[src/rcps_map.svh]
`ifndef RCPS_MAP_SVH
`define RCPS_MAP_SVH
`define RCPS_SR_W         13
`define RCPS_ADDR_LO      0
`define RCPS_ADDR_HI      1
`define RCPS_STR_DIR_BIT  8
`define RCPS_STR_MAG_LSB  9
`define RCPS_PUMP_BIT     12
`define RCPS_ROUTE_LSB    2
`define RCPS_PREAM_BIT    4
`define RCPS_WGPOL_BIT    5
`define RCPS_SLOW_BIT     6
`define RCPS_QUAL_LSB     7
`define RCPS_SFILT_LSB    10
`define RCPS_RST_STR_DIR  1'h0
`define RCPS_RST_STR_MAG  3'h0
`define RCPS_RST_PUMP     1'h0
`define RCPS_RST_ROUTE    2'h0
`define RCPS_RST_PREAM    1'h0
`define RCPS_RST_WGPOL    1'h1
`define RCPS_RST_SLOW     1'h1
`define RCPS_RST_QUAL     3'h5
`define RCPS_RST_SFILT    3'h7
`define RCPS_CLK_PS       5000
`define RCPS_REC_FAST_PS  1700000
`define RCPS_REC_SLOW_PS  3400000
`define RCPS_PULSE_PS     15000
`define RCPS_REC_FAST_CYC (`RCPS_REC_FAST_PS / `RCPS_CLK_PS)
`define RCPS_REC_SLOW_CYC (`RCPS_REC_SLOW_PS / `RCPS_CLK_PS)
`define RCPS_PULSE_CYC    ((`RCPS_PULSE_PS + `RCPS_CLK_PS - 1) / `RCPS_CLK_PS)
`define RCPS_QUAL_BASE    605
`define RCPS_QUAL_STEP    45
`endif

[src/rcps_pkg.sv]
package rcps_pkg;
  typedef enum logic [1:0] {
    RCPS_ROUTE_NONE = 2'h0,
    RCPS_ROUTE_OUT  = 2'h1,
    RCPS_ROUTE_BOTH = 2'h2,
    RCPS_ROUTE_TEST = 2'h3
  } rcps_route_e;
  typedef enum logic [1:0] {
    RCPS_AMP_READ  = 2'h0,
    RCPS_AMP_WRITE = 2'h1,
    RCPS_AMP_RECOV = 2'h3
  } rcps_amp_e;
  typedef enum logic {
    RCPS_TRACK = 1'h0,
    RCPS_SEEK  = 1'h1
  } rcps_servo_e;
endpackage

[src/rcps_cfg_if.sv]
`timescale 1ns/10ps
`default_nettype none
interface rcps_cfg_if;
  logic       slow_rec;
  logic [2:0] qual_code;
  logic       field_sel;
  logic [9:0] qual_permille;
  logic       hys_servo_ref;
  modport bank (output slow_rec, output qual_code, output field_sel);
  modport user (input slow_rec, input qual_code, input field_sel, output qual_permille, output hys_servo_ref);
endinterface
`default_nettype wire

[src/rcps_top.sv]
`timescale 1ns/10ps
`default_nettype none
`include "rcps_map.svh"
module rcps_top #(
  parameter int REC_FAST_CYC = `RCPS_REC_FAST_CYC,
  parameter int REC_SLOW_CYC = `RCPS_REC_SLOW_CYC
) (
  input  wire logic        REF_CLK_IN,
  input  wire logic        NRST_IN,
  input  wire logic        SLEEP_EXIT_IN,
  input  wire logic        SR_CLK_IN,
  input  wire logic        SR_DATA_IN,
  input  wire logic        SR_LOAD_IN,
  input  wire logic        WRITE_GATE_IN,
  input  wire logic        DETECT_PULSE_IN,
  input  wire logic        RAW_DATA_IN_PIN_IN,
  input  wire logic        FIELD_SELECT_PIN_IN,
  input  wire logic        HOLD_IN,
  input  wire logic [3:0]  SERVO_SWITCH_IN,
  output var  logic        STROBE_DIRECTION_OUT,
  output var  logic [2:0]  STROBE_MAGNITUDE_OUT,
  output var  logic        PUMP_GAIN_SELECT_OUT,
  output var  logic [1:0]  ROUTE_SEL_OUT,
  output var  logic        RAW_DATA_OUT_PIN_OE_OUT,
  output var  logic        RAW_DATA_IN_PIN_EN_OUT,
  output var  logic        RAW_DATA_OUT_PIN_OUT,
  output var  logic        SYNC_DATA_OUT,
  output var  logic        TEST_MODE_OUT,
  output var  logic        SHORT_PREAMBLE_SELECT_OUT,
  output var  logic        WRITE_GATE_POLARITY_OUT,
  output var  logic        AMP_LOW_Z_OUT,
  output var  logic        AGC_FREEZE_OUT,
  output var  logic [2:0]  QUAL_LEVEL_OUT,
  output var  logic [9:0]  QUAL_PERMILLE_OUT,
  output var  logic        HYS_SERVO_REF_OUT,
  output var  logic [2:0]  SERVO_FIELD_FILTER_OUT,
  output var  logic [3:0]  BURST_GATE_OUT,
  output var  logic        BURST_DISCHARGE_OUT,
  output var  logic        BURST_OBSERVE_OUT,
  output var  logic        SERVO_SEEK_OUT
);
  logic [`RCPS_SR_W-1:0] shift_r;
  logic                  sr_clk_d_r;
  logic                  load_d_r;
  logic                  slow_r;
  logic                  wg_active;
  logic [31:0]           rec_cnt_r;
  logic [3:0]            pulse_cnt_r;
  logic                  pulse_d_r;
  rcps_pkg::rcps_amp_e   amp_st_r;
  rcps_cfg_if            cfg ();

  assign cfg.slow_rec  = slow_r;
  assign cfg.qual_code = QUAL_LEVEL_OUT;
  assign cfg.field_sel = FIELD_SELECT_PIN_IN;

  rcps_qual u_qual (
    .clk_in  (REF_CLK_IN),
    .nrst_in (NRST_IN),
    .cfg     (cfg)
  );

  ////////////////////////////////////////////////////////////////////////////
  // Serial load: data shifts in MSB first, the address pair enters last.
  always_ff @(posedge REF_CLK_IN or negedge NRST_IN) begin
    if (!NRST_IN) begin
      shift_r    <= '0;
      sr_clk_d_r <= 1'h0;
      load_d_r   <= 1'h0;
    end else begin
      sr_clk_d_r <= SR_CLK_IN;
      load_d_r   <= SR_LOAD_IN;
      if (SR_CLK_IN && !sr_clk_d_r) begin
        shift_r <= {shift_r[`RCPS_SR_W-2:0], SR_DATA_IN};
      end
    end
  end

  wire load_edge = SR_LOAD_IN && !load_d_r;
  wire sel_10 = load_edge && shift_r[`RCPS_ADDR_HI] && !shift_r[`RCPS_ADDR_LO];
  wire sel_11 = load_edge && shift_r[`RCPS_ADDR_HI] && shift_r[`RCPS_ADDR_LO];

  ////////////////////////////////////////////////////////////////////////////
  // Bank 10 upper fields. Sleep exit presets like power-up.
  always_ff @(posedge REF_CLK_IN or negedge NRST_IN) begin
    if (!NRST_IN) begin
      STROBE_DIRECTION_OUT <= `RCPS_RST_STR_DIR;
      STROBE_MAGNITUDE_OUT <= `RCPS_RST_STR_MAG;
      PUMP_GAIN_SELECT_OUT <= `RCPS_RST_PUMP;
    end else if (SLEEP_EXIT_IN) begin
      STROBE_DIRECTION_OUT <= `RCPS_RST_STR_DIR;
      STROBE_MAGNITUDE_OUT <= `RCPS_RST_STR_MAG;
      PUMP_GAIN_SELECT_OUT <= `RCPS_RST_PUMP;
    end else if (sel_10) begin
      STROBE_DIRECTION_OUT <= shift_r[`RCPS_STR_DIR_BIT];
      STROBE_MAGNITUDE_OUT <= shift_r[`RCPS_STR_MAG_LSB +: 3];
      PUMP_GAIN_SELECT_OUT <= shift_r[`RCPS_PUMP_BIT];
    end
  end

  ////////////////////////////////////////////////////////////////////////////
  // Bank 11.
  always_ff @(posedge REF_CLK_IN or negedge NRST_IN) begin
    if (!NRST_IN) begin
      ROUTE_SEL_OUT             <= `RCPS_RST_ROUTE;
      SHORT_PREAMBLE_SELECT_OUT <= `RCPS_RST_PREAM;
      WRITE_GATE_POLARITY_OUT   <= `RCPS_RST_WGPOL;
      slow_r                    <= `RCPS_RST_SLOW;
      QUAL_LEVEL_OUT            <= `RCPS_RST_QUAL;
      SERVO_FIELD_FILTER_OUT    <= `RCPS_RST_SFILT;
    end else if (SLEEP_EXIT_IN) begin
      ROUTE_SEL_OUT             <= `RCPS_RST_ROUTE;
      SHORT_PREAMBLE_SELECT_OUT <= `RCPS_RST_PREAM;
      WRITE_GATE_POLARITY_OUT   <= `RCPS_RST_WGPOL;
      slow_r                    <= `RCPS_RST_SLOW;
      QUAL_LEVEL_OUT            <= `RCPS_RST_QUAL;
      SERVO_FIELD_FILTER_OUT    <= `RCPS_RST_SFILT;
    end else if (sel_11) begin
      ROUTE_SEL_OUT             <= shift_r[`RCPS_ROUTE_LSB +: 2];
      SHORT_PREAMBLE_SELECT_OUT <= shift_r[`RCPS_PREAM_BIT];
      WRITE_GATE_POLARITY_OUT   <= shift_r[`RCPS_WGPOL_BIT];
      slow_r                    <= shift_r[`RCPS_SLOW_BIT];
      QUAL_LEVEL_OUT            <= shift_r[`RCPS_QUAL_LSB +: 3];
      SERVO_FIELD_FILTER_OUT    <= shift_r[`RCPS_SFILT_LSB +: 3];
    end
  end

  always_ff @(posedge REF_CLK_IN or negedge NRST_IN) begin
    if (!NRST_IN) begin
      QUAL_PERMILLE_OUT <= 10'h0;
      HYS_SERVO_REF_OUT <= 1'h0;
    end else begin
      QUAL_PERMILLE_OUT <= cfg.qual_permille;
      HYS_SERVO_REF_OUT <= cfg.hys_servo_ref;
    end
  end

  ////////////////////////////////////////////////////////////////////////////
  // Detector routing and fixed-width pulse shaping.
  wire ext_in = ROUTE_SEL_OUT[1];
  always_ff @(posedge REF_CLK_IN or negedge NRST_IN) begin
    if (!NRST_IN) begin
      pulse_d_r   <= 1'h0;
      pulse_cnt_r <= 4'h0;
    end else begin
      pulse_d_r <= DETECT_PULSE_IN;
      if (DETECT_PULSE_IN && !pulse_d_r) begin
        pulse_cnt_r <= 4'(`RCPS_PULSE_CYC);
      end else if (pulse_cnt_r != 4'h0) begin
        pulse_cnt_r <= pulse_cnt_r - 4'h1;
      end
    end
  end

  always_ff @(posedge REF_CLK_IN or negedge NRST_IN) begin
    if (!NRST_IN) begin
      RAW_DATA_OUT_PIN_OE_OUT <= 1'h0;
      RAW_DATA_IN_PIN_EN_OUT  <= 1'h0;
      RAW_DATA_OUT_PIN_OUT    <= 1'h0;
      SYNC_DATA_OUT           <= 1'h0;
      TEST_MODE_OUT           <= 1'h0;
    end else begin
      RAW_DATA_OUT_PIN_OE_OUT <= (ROUTE_SEL_OUT != rcps_pkg::RCPS_ROUTE_NONE);
      RAW_DATA_IN_PIN_EN_OUT  <= ext_in;
      RAW_DATA_OUT_PIN_OUT    <= (pulse_cnt_r != 4'h0);
      SYNC_DATA_OUT           <= ext_in ? RAW_DATA_IN_PIN_IN : (pulse_cnt_r != 4'h0);
      // Test mode tells the analog side to fix gain and stop both oscillators.
      TEST_MODE_OUT           <= (ROUTE_SEL_OUT == rcps_pkg::RCPS_ROUTE_TEST);
    end
  end

  ////////////////////////////////////////////////////////////////////////////
  // Amplifier input recovery after write.
  assign wg_active = WRITE_GATE_IN ^ WRITE_GATE_POLARITY_OUT;
  always_ff @(posedge REF_CLK_IN or negedge NRST_IN) begin
    if (!NRST_IN) begin
      amp_st_r  <= rcps_pkg::RCPS_AMP_READ;
      rec_cnt_r <= 32'h0;
    end else begin
      unique case (amp_st_r)
        rcps_pkg::RCPS_AMP_READ: begin
          if (wg_active) amp_st_r <= rcps_pkg::RCPS_AMP_WRITE;
        end
        rcps_pkg::RCPS_AMP_WRITE: begin
          if (!wg_active) begin
            amp_st_r  <= rcps_pkg::RCPS_AMP_RECOV;
            rec_cnt_r <= cfg.slow_rec ? 32'(REC_FAST_CYC - 1) : 32'(REC_SLOW_CYC - 1);
          end
        end
        rcps_pkg::RCPS_AMP_RECOV: begin
          if (wg_active) amp_st_r <= rcps_pkg::RCPS_AMP_WRITE;
          else if (rec_cnt_r == 32'h0) amp_st_r <= rcps_pkg::RCPS_AMP_READ;
          else rec_cnt_r <= rec_cnt_r - 32'h1;
        end
        default: amp_st_r <= rcps_pkg::RCPS_AMP_READ;
      endcase
    end
  end

  always_ff @(posedge REF_CLK_IN or negedge NRST_IN) begin
    if (!NRST_IN) begin
      AMP_LOW_Z_OUT  <= 1'h0;
      AGC_FREEZE_OUT <= 1'h0;
    end else begin
      // The write state term bridges the cycle in which the gate drops, so the inputs never glitch high-Z.
      AMP_LOW_Z_OUT  <= wg_active || (amp_st_r == rcps_pkg::RCPS_AMP_WRITE) ||
                        (amp_st_r == rcps_pkg::RCPS_AMP_RECOV && rec_cnt_r != 32'h0);
      AGC_FREEZE_OUT <= wg_active;
    end
  end

  ////////////////////////////////////////////////////////////////////////////
  // Servo control. Illegal a-and-c with hold low keeps the mode unchanged.
  always_ff @(posedge REF_CLK_IN or negedge NRST_IN) begin
    if (!NRST_IN) begin
      SERVO_SEEK_OUT      <= rcps_pkg::RCPS_TRACK;
      BURST_GATE_OUT      <= 4'h0;
      BURST_DISCHARGE_OUT <= 1'h0;
      BURST_OBSERVE_OUT   <= 1'h0;
    end else begin
      if (!HOLD_IN && !(SERVO_SWITCH_IN[0] && SERVO_SWITCH_IN[2])) begin
        if (SERVO_SWITCH_IN[0]) SERVO_SEEK_OUT <= rcps_pkg::RCPS_TRACK;
        else if (SERVO_SWITCH_IN[2]) SERVO_SEEK_OUT <= rcps_pkg::RCPS_SEEK;
      end
      BURST_GATE_OUT      <= HOLD_IN ? SERVO_SWITCH_IN : 4'h0;
      BURST_DISCHARGE_OUT <= !HOLD_IN && SERVO_SWITCH_IN[3];
      BURST_OBSERVE_OUT   <= !HOLD_IN && SERVO_SWITCH_IN[1];
    end
  end
endmodule // rcps_top
`default_nettype wire

[src/rcps_qual.sv]
`timescale 1ns/10ps
`default_nettype none
`include "rcps_map.svh"
module rcps_qual (
  input  wire logic  clk_in,
  input  wire logic  nrst_in,
  rcps_cfg_if.user   cfg
);
  always_ff @(posedge clk_in or negedge nrst_in) begin
    if (!nrst_in) begin
      cfg.qual_permille <= 10'h0;
      cfg.hys_servo_ref <= 1'h0;
    end else begin
      // Level kept in tenths of a percent so the half steps stay exact.
      cfg.qual_permille <= 10'(`RCPS_QUAL_BASE - `RCPS_QUAL_STEP * int'(cfg.qual_code));
      cfg.hys_servo_ref <= cfg.field_sel;
    end
  end
endmodule // rcps_qual
`default_nettype wire

[config.mk]
export PLATFORM = sky130hd
export DESIGN_NAME = rcps_top
export DESIGN_NICKNAME = d
export VERILOG_FILES = /design/src/rcps_pkg.sv /design/src/rcps_cfg_if.sv /design/src/rcps_top.sv /design/src/rcps_qual.sv
export VERILOG_INCLUDE_DIRS = /design/src
export SDC_FILE = /design/constraint.sdc
export NUM_CORES = 1
export LEC_CHECK = 0
export BUFFER_PORTS_ARGS = -buffer_cell sky130_fd_sc_hd__buf_2
export CAP_MARGIN = 25
export CORE_MARGIN = 5
export CORE_UTILIZATION = 50
export DETAILED_ROUTE_END_ITERATION = 16
export GPL_ROUTABILITY_DRIVEN = 0
export GPL_TIMING_DRIVEN = 0
export PLACE_DENSITY = 0.73
export SYNTH_ARGS = -nofsm -noshare
export SYNTH_HDL_FRONTEND = slang
export SYNTH_SLANG_ARGS = --single-unit
[constraint.sdc]
create_clock -name REF_CLK_IN -period 2.5 [get_ports REF_CLK_IN]
set_input_delay 0.25 -clock REF_CLK_IN [delete_from_list [all_inputs] [get_ports REF_CLK_IN]]
set_output_delay 0.25 -clock REF_CLK_IN [all_outputs]
set_load 0.01 [all_outputs]
==> Yosys cells after proc, flatten, opt, wreduce, memory -nomap -nowiden <==
Index checks and enable logic that the tools add are counted.
{ "op_classes": {"n_eq_ne": 8, "mul": 1, "n_reduce_logical": 32, "add_sub_neg": 3, "mux": 34, "bitwise": 1} }
{ "op_table": {"columns": ["operator", "count"], "rows": [
  ["$mux W32", 3],
  ["$pmux W32 S2", 1],
  ["$logic_not A32 Y1", 1],
  ["$reduce_bool A32 Y1", 1],
  ["$sub A32 B1 Y32 const B", 1],
  ["$mux W3", 6],
  ["$mux W1", 13],
  ["$mux W2", 6],
  ["$mux W4", 3],
  ["$reduce_bool A2 Y1", 6],
  ["$logic_and A1 B1 Y1", 11],
  ["$mux W10", 1],
  ["$sub A10 B10 Y10 const A", 1],
  ["$mul A6 B3 Y9 const A", 1],
  ["$ne A2 B2 Y1 const B", 4],
  ["$logic_not A1 Y1", 6],
  ["$pmux W2 S3", 1],
  ["$eq A2 B2 Y1 const B", 2],
  ["$reduce_and A4 Y1", 1],
  ["$reduce_bool A4 Y1", 1],
  ["$sub A4 B1 Y4 const B", 1],
  ["$ne A3 B3 Y1 const B", 1],
  ["$reduce_and A3 Y1", 1],
  ["$eq A2 B1 Y1 const B", 1],
  ["other kinds (4)", 5]
]} }
{ "word_totals": {"wordCells": 110, "inputBits": 15, "out_inout_bits": 40, "ff_bits": 106} }

==> Longest topological paths before layout <==
Gate-level depths: netlist of the first run.
{ "logic_depth": {"depth_word": 6, "depth_mapped": 9, "ltp_nobuf": 8} }

==> By module <==
A second synthesis of the first run with hierarchy kept.
{ "hier_totals": {"hier_cells": 453, "hier_area_um2": 4858.4} }
{ "by_module_without_submodules": {"columns": ["mod", "area_per_inst_um2", "cells_each", "instances", "seq_area_each_um2"], "rows": [
  ["rcps_top", 4199.0, 399, 1, 2386.0],
  ["rcps_qual", 659.4, 54, 1, 275.3]
]} }

==> Worst setup path after synthesis of the first run <==
No wires, ideal clock.
{ "synth_path": {"kind": "reg-to-reg", "start": "register rec_cnt_r[6]", "end": "register rec_cnt_r[30]", "slack_ps": -15, "path_stages_with_launch": 8, "synth_period_minus_slack_ps": 2515, "setup_time_ps": 78, "arrival_ps": 2437, "required_ps": 2422, "path_buffers": 2, "cell_sequence": "dfrtp_1 > or4_4 > or4_1 > buf_2 > a21o_1 > buf_6 > or4_1 > a21oi_1"} }
{ "synth_via": {"elab_chain_cells": 4, "word_cells_on_any_way": 7, "cone_classes": "add/sub: 1; eq/ne: 1; mux: 3; reduce/logical: 2"} }
{ "synth_lines": {"columns": ["element", "line", "text"], "rows": [
  ["start: declaration", "rcps_top.sv:47", "logic [31:0] rec_cnt_r;"],
  ["start signal: assignment", "rcps_top.sv:187", "rec_cnt_r <= cfg.slow_rec ? 32'(REC_FAST_CYC - 1) : 32'(REC_SLOW_CYC - 1);"],
  ["start signal: assignment", "rcps_top.sv:193", "else rec_cnt_r <= rec_cnt_r - 32'h1;"],
  ["$sub A32 B1 Y32", "rcps_top.sv:193", null],
  ["$mux W32", "rcps_top.sv:192", "else if (rec_cnt_r == 32'h0) amp_st_r <= rcps_pkg::RCPS_AMP_READ;"],
  ["$mux W32", "rcps_top.sv:191", "if (wg_active) amp_st_r <= rcps_pkg::RCPS_AMP_WRITE;"],
  ["$pmux W32 S2", "rcps_top.sv:180", "unique case (amp_st_r)"]
]} }
Several ways; a longest one is shown, not always the timed one. The select of a mux whose other input is x is not followed.
A chain may end at the register's enable or synchronous reset.

==> Final worst setup path of the first run <==
{ "layout_path": {"start": "register rec_cnt_r[5]", "end": "register rec_cnt_r[30]"} }
The elaborated chain is that of the path after synthesis.

==> results of run 1 <==
==> state kept, by name (all words and copies together) (netlist names), 2 cells and up <==
name / cells
BURST_GATE_OUT: 4
QUAL_LEVEL_OUT: 3
QUAL_PERMILLE_OUT: 10
ROUTE_SEL_OUT: 2
SERVO_FIELD_FILTER_OUT: 3
STROBE_MAGNITUDE_OUT: 3
amp_st_r: 2
pulse_cnt_r: 4
rec_cnt_r: 32
shift_r: 13
u_qual.cfg.qual_permille: 10
==> layer usage <==
layer | vias up | GRT usage | wire length (um)
met5 | - | 0 | 0
met3 | 15 | 0.0448 | 483
met2 | 91 | 0.302 | 5010
met4 | 0 | 0.0523 | 155
met1 | 1814 | 0.259 | 4580
li1 | 1761 | - | -
==> path summary, 6_finish.rpt <==
check / start / endpoint / slack (ns)
worst min register to register: u_qual.cfg.qual_permille[0]$_DFF_PN0_ / QUAL_PERMILLE_OUT[0]$_DFF_PN0_ / 0.36
worst max-delay path: rec_cnt_r[5]$_DFFE_PN0P_ / rec_cnt_r[30]$_DFFE_PN0P_ / 0.04
min in group asynchronous: NRST_IN / rec_cnt_r[17]$_DFFE_PN0P_ / 0.41
max in group asynchronous: NRST_IN / WRITE_GATE_POLARITY_OUT$_DFFE_PN1P_ / 1.34
worst min-delay path: SR_LOAD_IN / load_d_r$_DFF_PN0_ / 0.02
worst max register to register: rec_cnt_r[5]$_DFFE_PN0P_ / rec_cnt_r[30]$_DFFE_PN0P_ / 0.04
==> power groups by stage <==
| stage | clock [W] | combinational, W | sequential, W |
|---|---|---|---|
| floorplan | 0 | 0.000584 | 0.00220 |
| global placement | 0 | 0.000819 | 0.00222 |
| detailed placement | 0 | 0.000866 | 0.00224 |
| CTS | 0.000990 | 0.000942 | 0.00219 |
| global route | 0.00108 | 0.00108 | 0.00224 |
| finish | 0.000965 | 0.000960 | 0.00220 |
==> per-stage QoR <==
stage	worst slack [ns]	std cells	util	area [um^2]
finish	0.0440	658	0.611	5700
global route	-0.0353	658	0.611	5700
CTS	0.00727	659	0.604	5630
detailed placement	-0.300	630	0.568	5300
global placement	-0.264	629	0.565	5270
floorplan	0.0524	446	-	4840
==> kinds of logic after synthesis <==
| group | after synthesis | share of synthesized area |
|---|---|---|
| AOI/OAI and AO/OA | 88 | 0.114 |
| xor gates and xnor gates | 11 | 0.0199 |
| adders and majority gates | 15 | 0.0451 |
| buffers and inverters | 32 | 0.0280 |
| DFF | 106 | 0.551 |
| muxes | 22 | 0.0492 |
| and+or+nand+nor | 172 | 0.193 |
==> layout make-up <==
class | instances | share of cell area
buffer | 11 | 0.0116
timing repair buffer | 69 | 0.0729
sequential | 106 | 0.467
clock inverter | 5 | 0.00724
tap | 129 | 0.0283
clock buffer | 11 | 0.0231
inverter | 19 | 0.0125
multi-input combinational | 308 | 0.377
==> what timing repair did <==
item / 4_1_cts / 5_1_grt
resized for setup: 14 / 19
endpoints found under the setup margin: 27 / 28
hold endpoints to repair: 44 / 0
setup buffers: 10 / 0
pin swaps: 3 / 3
hold buffers: 4 / 0
==> Yosys cell counts, drive strengths merged, types with 2 or more instances <==
| cell | number |
|---|---|
| a31oi | 5 |
| nand3b | 5 |
| or4b | 2 |
| nand2b | 2 |
| a211oi | 5 |
| nand2 | 45 |
| inv | 19 |
| ha | 11 |
| nor2b | 4 |
| nor3b | 2 |
| nor4 | 9 |
| dfstp | 7 |
| mux2 | 14 |
| o31ai | 12 |
| or3 | 13 |
| or2 | 8 |
| nand3 | 6 |
| nand4 | 3 |
| clkbuf | 9 |
| o31a | 2 |
| dfrtp | 99 |
| mux2i | 8 |
| nor2 | 27 |
| xor2 | 2 |
| and2 | 6 |
| a21oi | 28 |
| buf | 3 |
| and3 | 5 |
| o22a | 3 |
| a211o | 3 |
| fa | 4 |
| or4 | 19 |
| xnor2 | 9 |
| nor3 | 11 |
| o21ai | 20 |
==> reports/metrics.yaml, run 1 <==
outcome:
  status: "completed"
grt:
  grt_max_degree: 66
  antenna_found_initial: 0
  grt_pass1_wl_um: 17500
  grt_use_total: 0.189
  grt_pass1_vias: 3713
  grt.overflow.total: 0
sta:
  hold_slack_ns: 0.0167
  worst_pin_slew_ns: 0.633
  layout_min_cycle_time_ns: 2.46
  tns_ns: 0
  grt_setup_unrepaired: "yes"
  period_share: 0.982
  relSlewSlack: 0.576
  final_hold_viol_count: 0
  drv_slew: 0
  fin_skew_ns: 0.0139
  setup_viol: 0
  fmax_mhz: 407
synthesis:
  synth_edf_count: 0
  synth_seq_cells: 106
  yosys.area.top_type_share: 0.513
  postSynthCellCount: 446
  synth_top_flop_cell: "dfrtp_1"
  yosysWarnings: 0
  synthTopCellsByArea: "dfrtp_1, dfstp_2, nand2_1"
  synth_area_mm2: 0.00483
  synth_largest_area_cell: "dfrtp_1"
  synth_area_per_cell_um2: 10.8
  ys_types: 54
  async_reset_ff_frac: 1.00
  seq_area_frac_synth: 0.551
  syn_nets: 476
worst_setup_path:
  crit_path_end_kind: "register"
  crit_type: "reg2reg"
  cp.depth: 6
  slowest_stage: "or4_4"
  crit_fanout: 10
  cpMostUsedCell: "or4_4"
  cp_cell_sequence: "or4_4 > or4_4 > a21o_1 > buf_6 > or4_4 > a21oi_2"
  path_buf_inv: 1
  cp-start-kind: "register"
  cp.required_ns: 2.80
  cp_slowest_stage_delay_ns: 0.54
  arrival_ns: 2.75
  cpLargestDelayFamily: "simple AND/OR/NAND/NOR gates"
  reg2regPathDepth: 6
power_and_ir_drop:
  p_leak_nw: 2.58
  p_clk_frac: 0.234
  p_seq_frac: 0.533
  p_sw_frac: 0.323
  p_comb_frac: 0.233
  ir_drop_mv: 0.431
  p_int_w: 0.00279
  p_sw_w: 0.00133
  p_per_area_mw_per_mm2: 724
  totalPowerFinal_w: 0.00413
cells_and_area:
  layout_common_cells: "dfrtp_1, buf_2, nand2_1, nor2_1, a21oi_1"
  layout_commonest_cell: "dfrtp_1"
  multi_input_area_mm2: 0.00215
  drive_gt1_frac: 0.263
  finalNetCount: 554
  antenna_cells: 0
  register_area_mm2: 0.00266
  nFillCells: 753
  syn_to_final_growth_pct: 18.0
hold_path:
  min_path_type: "in2reg"
  hold_depth: 1
floorplan:
  die_y_um: 108
  dieArea_mm2: 0.0117
  core_area_mm2: 0.00933
  start_util: 0.518
  ios: 55
  rows: 35
  fp.dieW_um: 108
clock_network:
  htree_levels: 3
  clk_latency_ns: 0.37
  clkSinkCount: 106
  cts-root-buf: "clkbuf_8"
  cts_made_buffers: 9
  clock_path_buffers: 2
  path_clk_slew_ns: 0.10
  cts_tree: "done"
drt:
  avgViaCountPerCell: 5.59
  drt_first_iter_violations: 161
  wire_per_inst_um: 15.5
  wl_um: 10200
  vias: 3681
  drc: 0
  ant_nets: 0
  drtPass1Iterations: 4
place:
  dp_hpwl_um: 7150
  numPortBuffers: 54
flow_run:
  cap_viol_max_count: 0
No activity file was read; power rests on OpenSTA's default activity.
==> run 2, diff against run 1 <==
--- a/config.mk
+++ b/config.mk
@@ -8,12 +8,15 @@
 export LEC_CHECK = 0
 export BUFFER_PORTS_ARGS = -buffer_cell sky130_fd_sc_hd__buf_2
 export CAP_MARGIN = 25
+export CELL_PAD_IN_SITES_DETAIL_PLACEMENT = 1
+export CELL_PAD_IN_SITES_GLOBAL_PLACEMENT = 2
 export CORE_MARGIN = 5
-export CORE_UTILIZATION = 50
+export CORE_UTILIZATION = 34
 export DETAILED_ROUTE_END_ITERATION = 16
 export GPL_ROUTABILITY_DRIVEN = 0
 export GPL_TIMING_DRIVEN = 0
-export PLACE_DENSITY = 0.73
+export PLACE_DENSITY = 0.75
+export SLEW_MARGIN = 30
 export SYNTH_ARGS = -nofsm -noshare
 export SYNTH_HDL_FRONTEND = slang
 export SYNTH_SLANG_ARGS = --single-unit
==> reports/metrics.yaml, run 2 (synthesis gave the netlist of run 1 again) <==
outcome:
  status: "completed"
clock_network:
  cts_made_buffers: 9
  cts-root-buf: "clkbuf_16"
  path_clk_slew_ns: 0.07
  clk_latency_ns: 0.35
  clock_path_buffers: 2
  htree_levels: 3
  cts_tree: "done"
  clkSinkCount: 106
sta:
  grt_setup_unrepaired: "yes"
  fin_skew_ns: 0.00794
  worst_pin_slew_ns: 0.652
  layout_min_cycle_time_ns: 2.44
  hold_slack_ns: 0.0370
  period_share: 0.978
  drv_slew: 0
  setup_viol: 0
  final_hold_viol_count: 0
  relSlewSlack: 0.564
  fmax_mhz: 409
  timing.final.ws_setup_ns: 0.0551
power_and_ir_drop:
  p_sw_w: 0.00146
  p_comb_frac: 0.228
  p_per_area_mw_per_mm2: 772
  ir_drop_mv: 0.349
  p_clk_frac: 0.294
  p_seq_frac: 0.478
  totalPowerFinal_w: 0.00463
  p_leak_nw: 2.68
  p_sw_frac: 0.316
  p_int_w: 0.00317
cells_and_area:
  layout_commonest_cell: "dfrtp_1"
  top_regs: "rec_cnt_r: 32 flops, shift_r: 13 flops"
  syn_to_final_growth_pct: 24.1
  finalNetCount: 564
  nFillCells: 1545
  antenna_cells: 0
  regMostFlops: "rec_cnt_r"
  drive_gt1_frac: 0.284
  layout_common_cells: "dfrtp_1, buf_2, nand2_1, nor2_1, a21oi_1"
  largest_reg_flops: 32
drt:
  dr_wl_met3_um: 380
  drt_first_iter_violations: 153
  wire_per_inst_um: 16.9
  ant_nets: 0
  routed.top_layer: "met4"
  wl_um: 12100
  met2WireLength_um: 5840
  drtPass1Iterations: 4
  vias: 3732
  wl_met1_um: 5750
  avgViaCountPerCell: 5.19
  drc: 0
floorplan:
  dieArea_mm2: 0.0167
  start_util: 0.347
  core_area_mm2: 0.0139
  fp.dieW_um: 129
  rows: 43
  die_y_um: 129
  ios: 55
grt:
  grt_pass1_wl_um: 20200
  grt_max_degree: 65
  antenna_found_initial: 0
  grt.overflow.total: 0
  grt_pass1_vias: 3934
  grt_use_total: 0.152
worst_setup_path:
  crit_path_end_kind: "register"
  crit_fanout: 7
  reg2regPathDepth: 6
  r2r_start: "rec_cnt_r[3]$_DFFE_PN0P_"
  cp.required_ns: 2.78
  cp-start-kind: "register"
  ff2ff_setup_slack_ns: 0.06
  crit_type: "reg2reg"
  rr_endpoint: "rec_cnt_r[26]$_DFFE_PN0P_"
  arrival_ns: 2.72
  startpoint: "rec_cnt_r[3]$_DFFE_PN0P_"
hold_path:
  min_path_type: "in2reg"
  hold_depth: 1
  hp-start: "DETECT_PULSE_IN"
  whs_endpoint: "pulse_d_r$_DFF_PN0_"
place:
  dp_hpwl_um: 8440
  numPortBuffers: 54
  post-place-ws_ns: -0.415
flow_run:
  cap_viol_max_count: 0
==> run 2: cell types whose count changed in the layout (fill, tap and decap cells not counted), sizes merged <==
cell,before,now
buf,67,78
clkinvlp,1,0
dlygate4sd1,1,0
dlygate4sd3,4,3
inv,21,23
==> run 2: final cells by class <==
cell class / count / area [um^2] / share of cell area
flip-flops and latches: 106 / 2660 / 0.444
repair buffers: 79 / 508 / 0.0847
inverters: 19 / 71.3 / 0.0119
plain buffers: 11 / 58.8 / 0.00981
clock inverters: 6 / 47.5 / 0.00793
multi-input cells: 308 / 2190 / 0.365
clock buffers: 10 / 229 / 0.0382
well taps: 180 / 225 / 0.0376
==> run 2: metal layers <==
layer	GRT usage	vias to the layer above
met4	0.0432	0
met2	0.242	57
met3	0.0313	11
li1	-	1779
met1	0.211	1885
met5	0	-
==> run 2: repair_timing <==
item                       CTS  global route
setup endpoints to repair   34            28
hold buffers                 3             0
resized for setup           21            17
cloned                       0             0
pin swaps                    3             6
buffers inserted            10            11
hold endpoints to repair    39             0
==> run 2: through the flow <==
step                      setup TNS [ns]   util  instance area, um^2  cells
after floorplan                        0      -                 4840    446
after detailed placement           -8.39  0.385                 5370    681
after global placement            -11.41  0.383                 5340    680
after global routing             -0.0871  0.430                 5990    719
final                                  0  0.430                 5990    719
after CTS                              0  0.419                 5830    709
==> run 2: worst max path at each step <==
stage | depth (start not counted) | endpoint
floorplan | 6 | rec_cnt_r[16]$_DFFE_PN0P_
global placement | 7 | rec_cnt_r[4]$_DFFE_PN0P_
detailed placement | 7 | rec_cnt_r[4]$_DFFE_PN0P_
CTS | 7 | u_qual.cfg.qual_permille[8]$_DFF_PN0_
global route | 8 | u_qual.cfg.qual_permille[8]$_DFF_PN0_
finish | 6 | rec_cnt_r[26]$_DFFE_PN0P_
==> run 2: worst max-delay path, stage by stage, from the launching register on <==
cell,delay [ns]
dfrtp_2,0.42
or4_4,0.52
or4_4,0.48
a21o_1,0.20
buf_4,0.13
or4_1,0.47
a21oi_1,0.15
==> run 2: power by group through the flow <==
stage               clock [W]  sequential (W)  combinational, W
detailed placement          0         0.00225          0.000895
floorplan                   0         0.00220          0.000584
global route          0.00149         0.00225           0.00119
global placement            0         0.00223          0.000852
CTS                   0.00141         0.00221          0.000985
finish                0.00136         0.00221           0.00105
==> run 3, diff against run 2 <==
--- a/config.mk
+++ b/config.mk
@@ -16,6 +16,7 @@
 export GPL_ROUTABILITY_DRIVEN = 0
 export GPL_TIMING_DRIVEN = 0
 export PLACE_DENSITY = 0.75
+export RECOVER_POWER = 50
 export SLEW_MARGIN = 30
 export SYNTH_ARGS = -nofsm -noshare
 export SYNTH_HDL_FRONTEND = slang
==> reports/metrics.yaml, run 3 (synthesis gave the netlist of run 1 again) <==
worst_setup_path:
  r2r_start: "rec_cnt_r[3]$_DFFE_PN0P_"
  path_buf_inv: 1
  cpMostUsedCell: "or4_4"
  crit_fanout: 7
  cp-start-kind: "register"
  crit_type: "reg2reg"
  crit_path_end_kind: "register"
  cpLargestDelayFamily: "simple AND/OR/NAND/NOR gates"
  cp.required_ns: 2.78
  rr_endpoint: "rec_cnt_r[26]$_DFFE_PN0P_"
  ff2ff_setup_slack_ns: 0.06
  reg2regPathDepth: 6
  arrival_ns: 2.72
  cp_slowest_stage_delay_ns: 0.52
  cp_cell_sequence: "or4_4 > or4_4 > a21o_1 > buf_4 > or4_1 > a21oi_1"
  slowest_stage: "or4_4"
place:
  dp_hpwl_um: 8440
  numPortBuffers: 54
power_and_ir_drop:
  p_int_w: 0.00316
  p_comb_frac: 0.227
  p_leak_nw: 2.66
  p_sw_w: 0.00146
  p_per_area_mw_per_mm2: 773
  p_seq_frac: 0.479
  ir_drop_mv: 0.349
  p_sw_frac: 0.316
  p_clk_frac: 0.294
cells_and_area:
  layout_common_cells: "dfrtp_1, buf_2, nand2_1, nor2_1, a21oi_1"
  finalNetCount: 564
  top_regs: "rec_cnt_r: 32 flops, shift_r: 13 flops"
  antenna_cells: 0
  drive_gt1_frac: 0.276
  largest_reg_flops: 32
  layout_commonest_cell: "dfrtp_1"
  fin_util: 0.429
  syn_to_final_growth_pct: 23.9
  regMostFlops: "rec_cnt_r"
grt:
  grt_max_degree: 65
  grt_pass1_wl_um: 20200
  antenna_found_initial: 0
  grt.overflow.total: 0
  grt_use_total: 0.152
  grt_pass1_vias: 3934
sta:
  final_hold_viol_count: 0
  fin_skew_ns: 0.00800
  relSlewSlack: 0.246
  hold_slack_ns: 0.0491
  layout_min_cycle_time_ns: 2.44
  grt_setup_unrepaired: "yes"
  period_share: 0.978
  fmax_mhz: 409
  setup_viol: 0
  worst_pin_slew_ns: 1.13
  drv_slew: 0
clock_network:
  clkSinkCount: 106
  cts-root-buf: "clkbuf_16"
  clk_latency_ns: 0.35
  htree_levels: 3
  clock_path_buffers: 2
  path_clk_slew_ns: 0.07
  cts_tree: "done"
  cts_made_buffers: 9
drt:
  drtPass1Iterations: 4
  vias: 3733
  avgViaCountPerCell: 5.19
  drt_first_iter_violations: 153
  wl_um: 12100
  ant_nets: 0
  drc: 0
  wire_per_inst_um: 16.9
hold_path:
  hold_depth: 1
  hp-start: "DETECT_PULSE_IN"
  whs_endpoint: "pulse_d_r$_DFF_PN0_"
  min_path_type: "in2reg"
floorplan:
  fp.dieW_um: 129
  start_util: 0.347
  core_area_mm2: 0.0139
  dieArea_mm2: 0.0167
  ios: 55
  die_y_um: 129
  rows: 43
flow_run:
  cap_viol_max_count: 0
outcome:
  status: "completed"
-- run 3: worst max-delay path by stage --
| stage | from | depth (start not counted) | slack [ns] | endpoint |
|---|---|---|---|---|
| 6_report | rec_cnt_r[3]$_DFFE_PN0P_ | 6 | 0.06 | rec_cnt_r[26]$_DFFE_PN0P_ |
| 5_1_grt | QUAL_LEVEL_OUT[0]$_DFFE_PN1P_ | 8 | -0.07 | u_qual.cfg.qual_permille[8]$_DFF_PN0_ |
| 4_1_cts | QUAL_LEVEL_OUT[0]$_DFFE_PN1P_ | 7 | 0.004 | u_qual.cfg.qual_permille[8]$_DFF_PN0_ |
| 3_5_place_dp | rec_cnt_r[8]$_DFFE_PN0P_ | 7 | -0.42 | rec_cnt_r[4]$_DFFE_PN0P_ |
| 3_3_place_gp | rec_cnt_r[8]$_DFFE_PN0P_ | 7 | -0.42 | rec_cnt_r[4]$_DFFE_PN0P_ |
| 2_1_floorplan | rec_cnt_r[3]$_DFFE_PN0P_ | 6 | 0.05 | rec_cnt_r[16]$_DFFE_PN0P_ |
-- run 3: final cells by class --
cell class / count / area, um^2
Buffer: 11 / 58.8
Clock buffer: 10 / 229
Clock inverter: 6 / 47.5
Fill cell: 1549 / 7950
Inverter: 19 / 71.3
Multi-Input combinational cell: 308 / 2190
Sequential cell: 106 / 2660
Tap cell: 180 / 225
Timing Repair Buffer: 79 / 497
-- run 3: worst register-to-register path: cells and delay by family (launching register included) --
kind	cells	cell delay, ns
compound gates	2	0.35
flops	1	0.42
simple gates	3	1.47
buf+inv	1	0.13
-- run 3: power by group through the flow --
stage                     combinational, W  sequential (W)  clock (W)
after detailed placement          0.000895         0.00225          0
after floorplan                   0.000584         0.00220          0
final                              0.00105         0.00221    0.00136
after global routing               0.00119         0.00225    0.00149
after CTS                         0.000985         0.00221    0.00141
after global placement            0.000852         0.00223          0
-- run 3: what timing repair did --
item / 4_1_cts / 5_1_grt
hold buffers: 3 / 0
pin swaps: 3 / 6
endpoints found under the setup margin: 34 / 28
setup buffers: 10 / 11
gates resized for setup: 21 / 17
hold endpoints to repair: 39 / 0
-- run 3: per-layer routing --
layer | up-vias | routed length, um | GRT usage | share of wire
met5 | - | 0 | 0 | 0
met4 | 0 | 160 | 0.0432 | 0.013
met3 | 11 | 378 | 0.0313 | 0.031
met2 | 57 | 5830 | 0.242 | 0.48
met1 | 1887 | 5760 | 0.211 | 0.48
li1 | 1778 | - | - | -
-- run 3: through the flow --
stage	instances	cell area (um^2)	TNS [ns]	worst slack [ns]	power, W
5_1_grt	719	5980	-0.0871	-0.0722	0.00493
6_report	719	5980	0	0.0551	0.00463
3_3_place_gp	680	5340	-11.41	-0.423	0.00308
4_1_cts	709	5830	0	0.00426	0.00460
2_1_floorplan	446	4840	0	0.0524	0.00279
3_5_place_dp	681	5370	-8.39	-0.415	0.00314
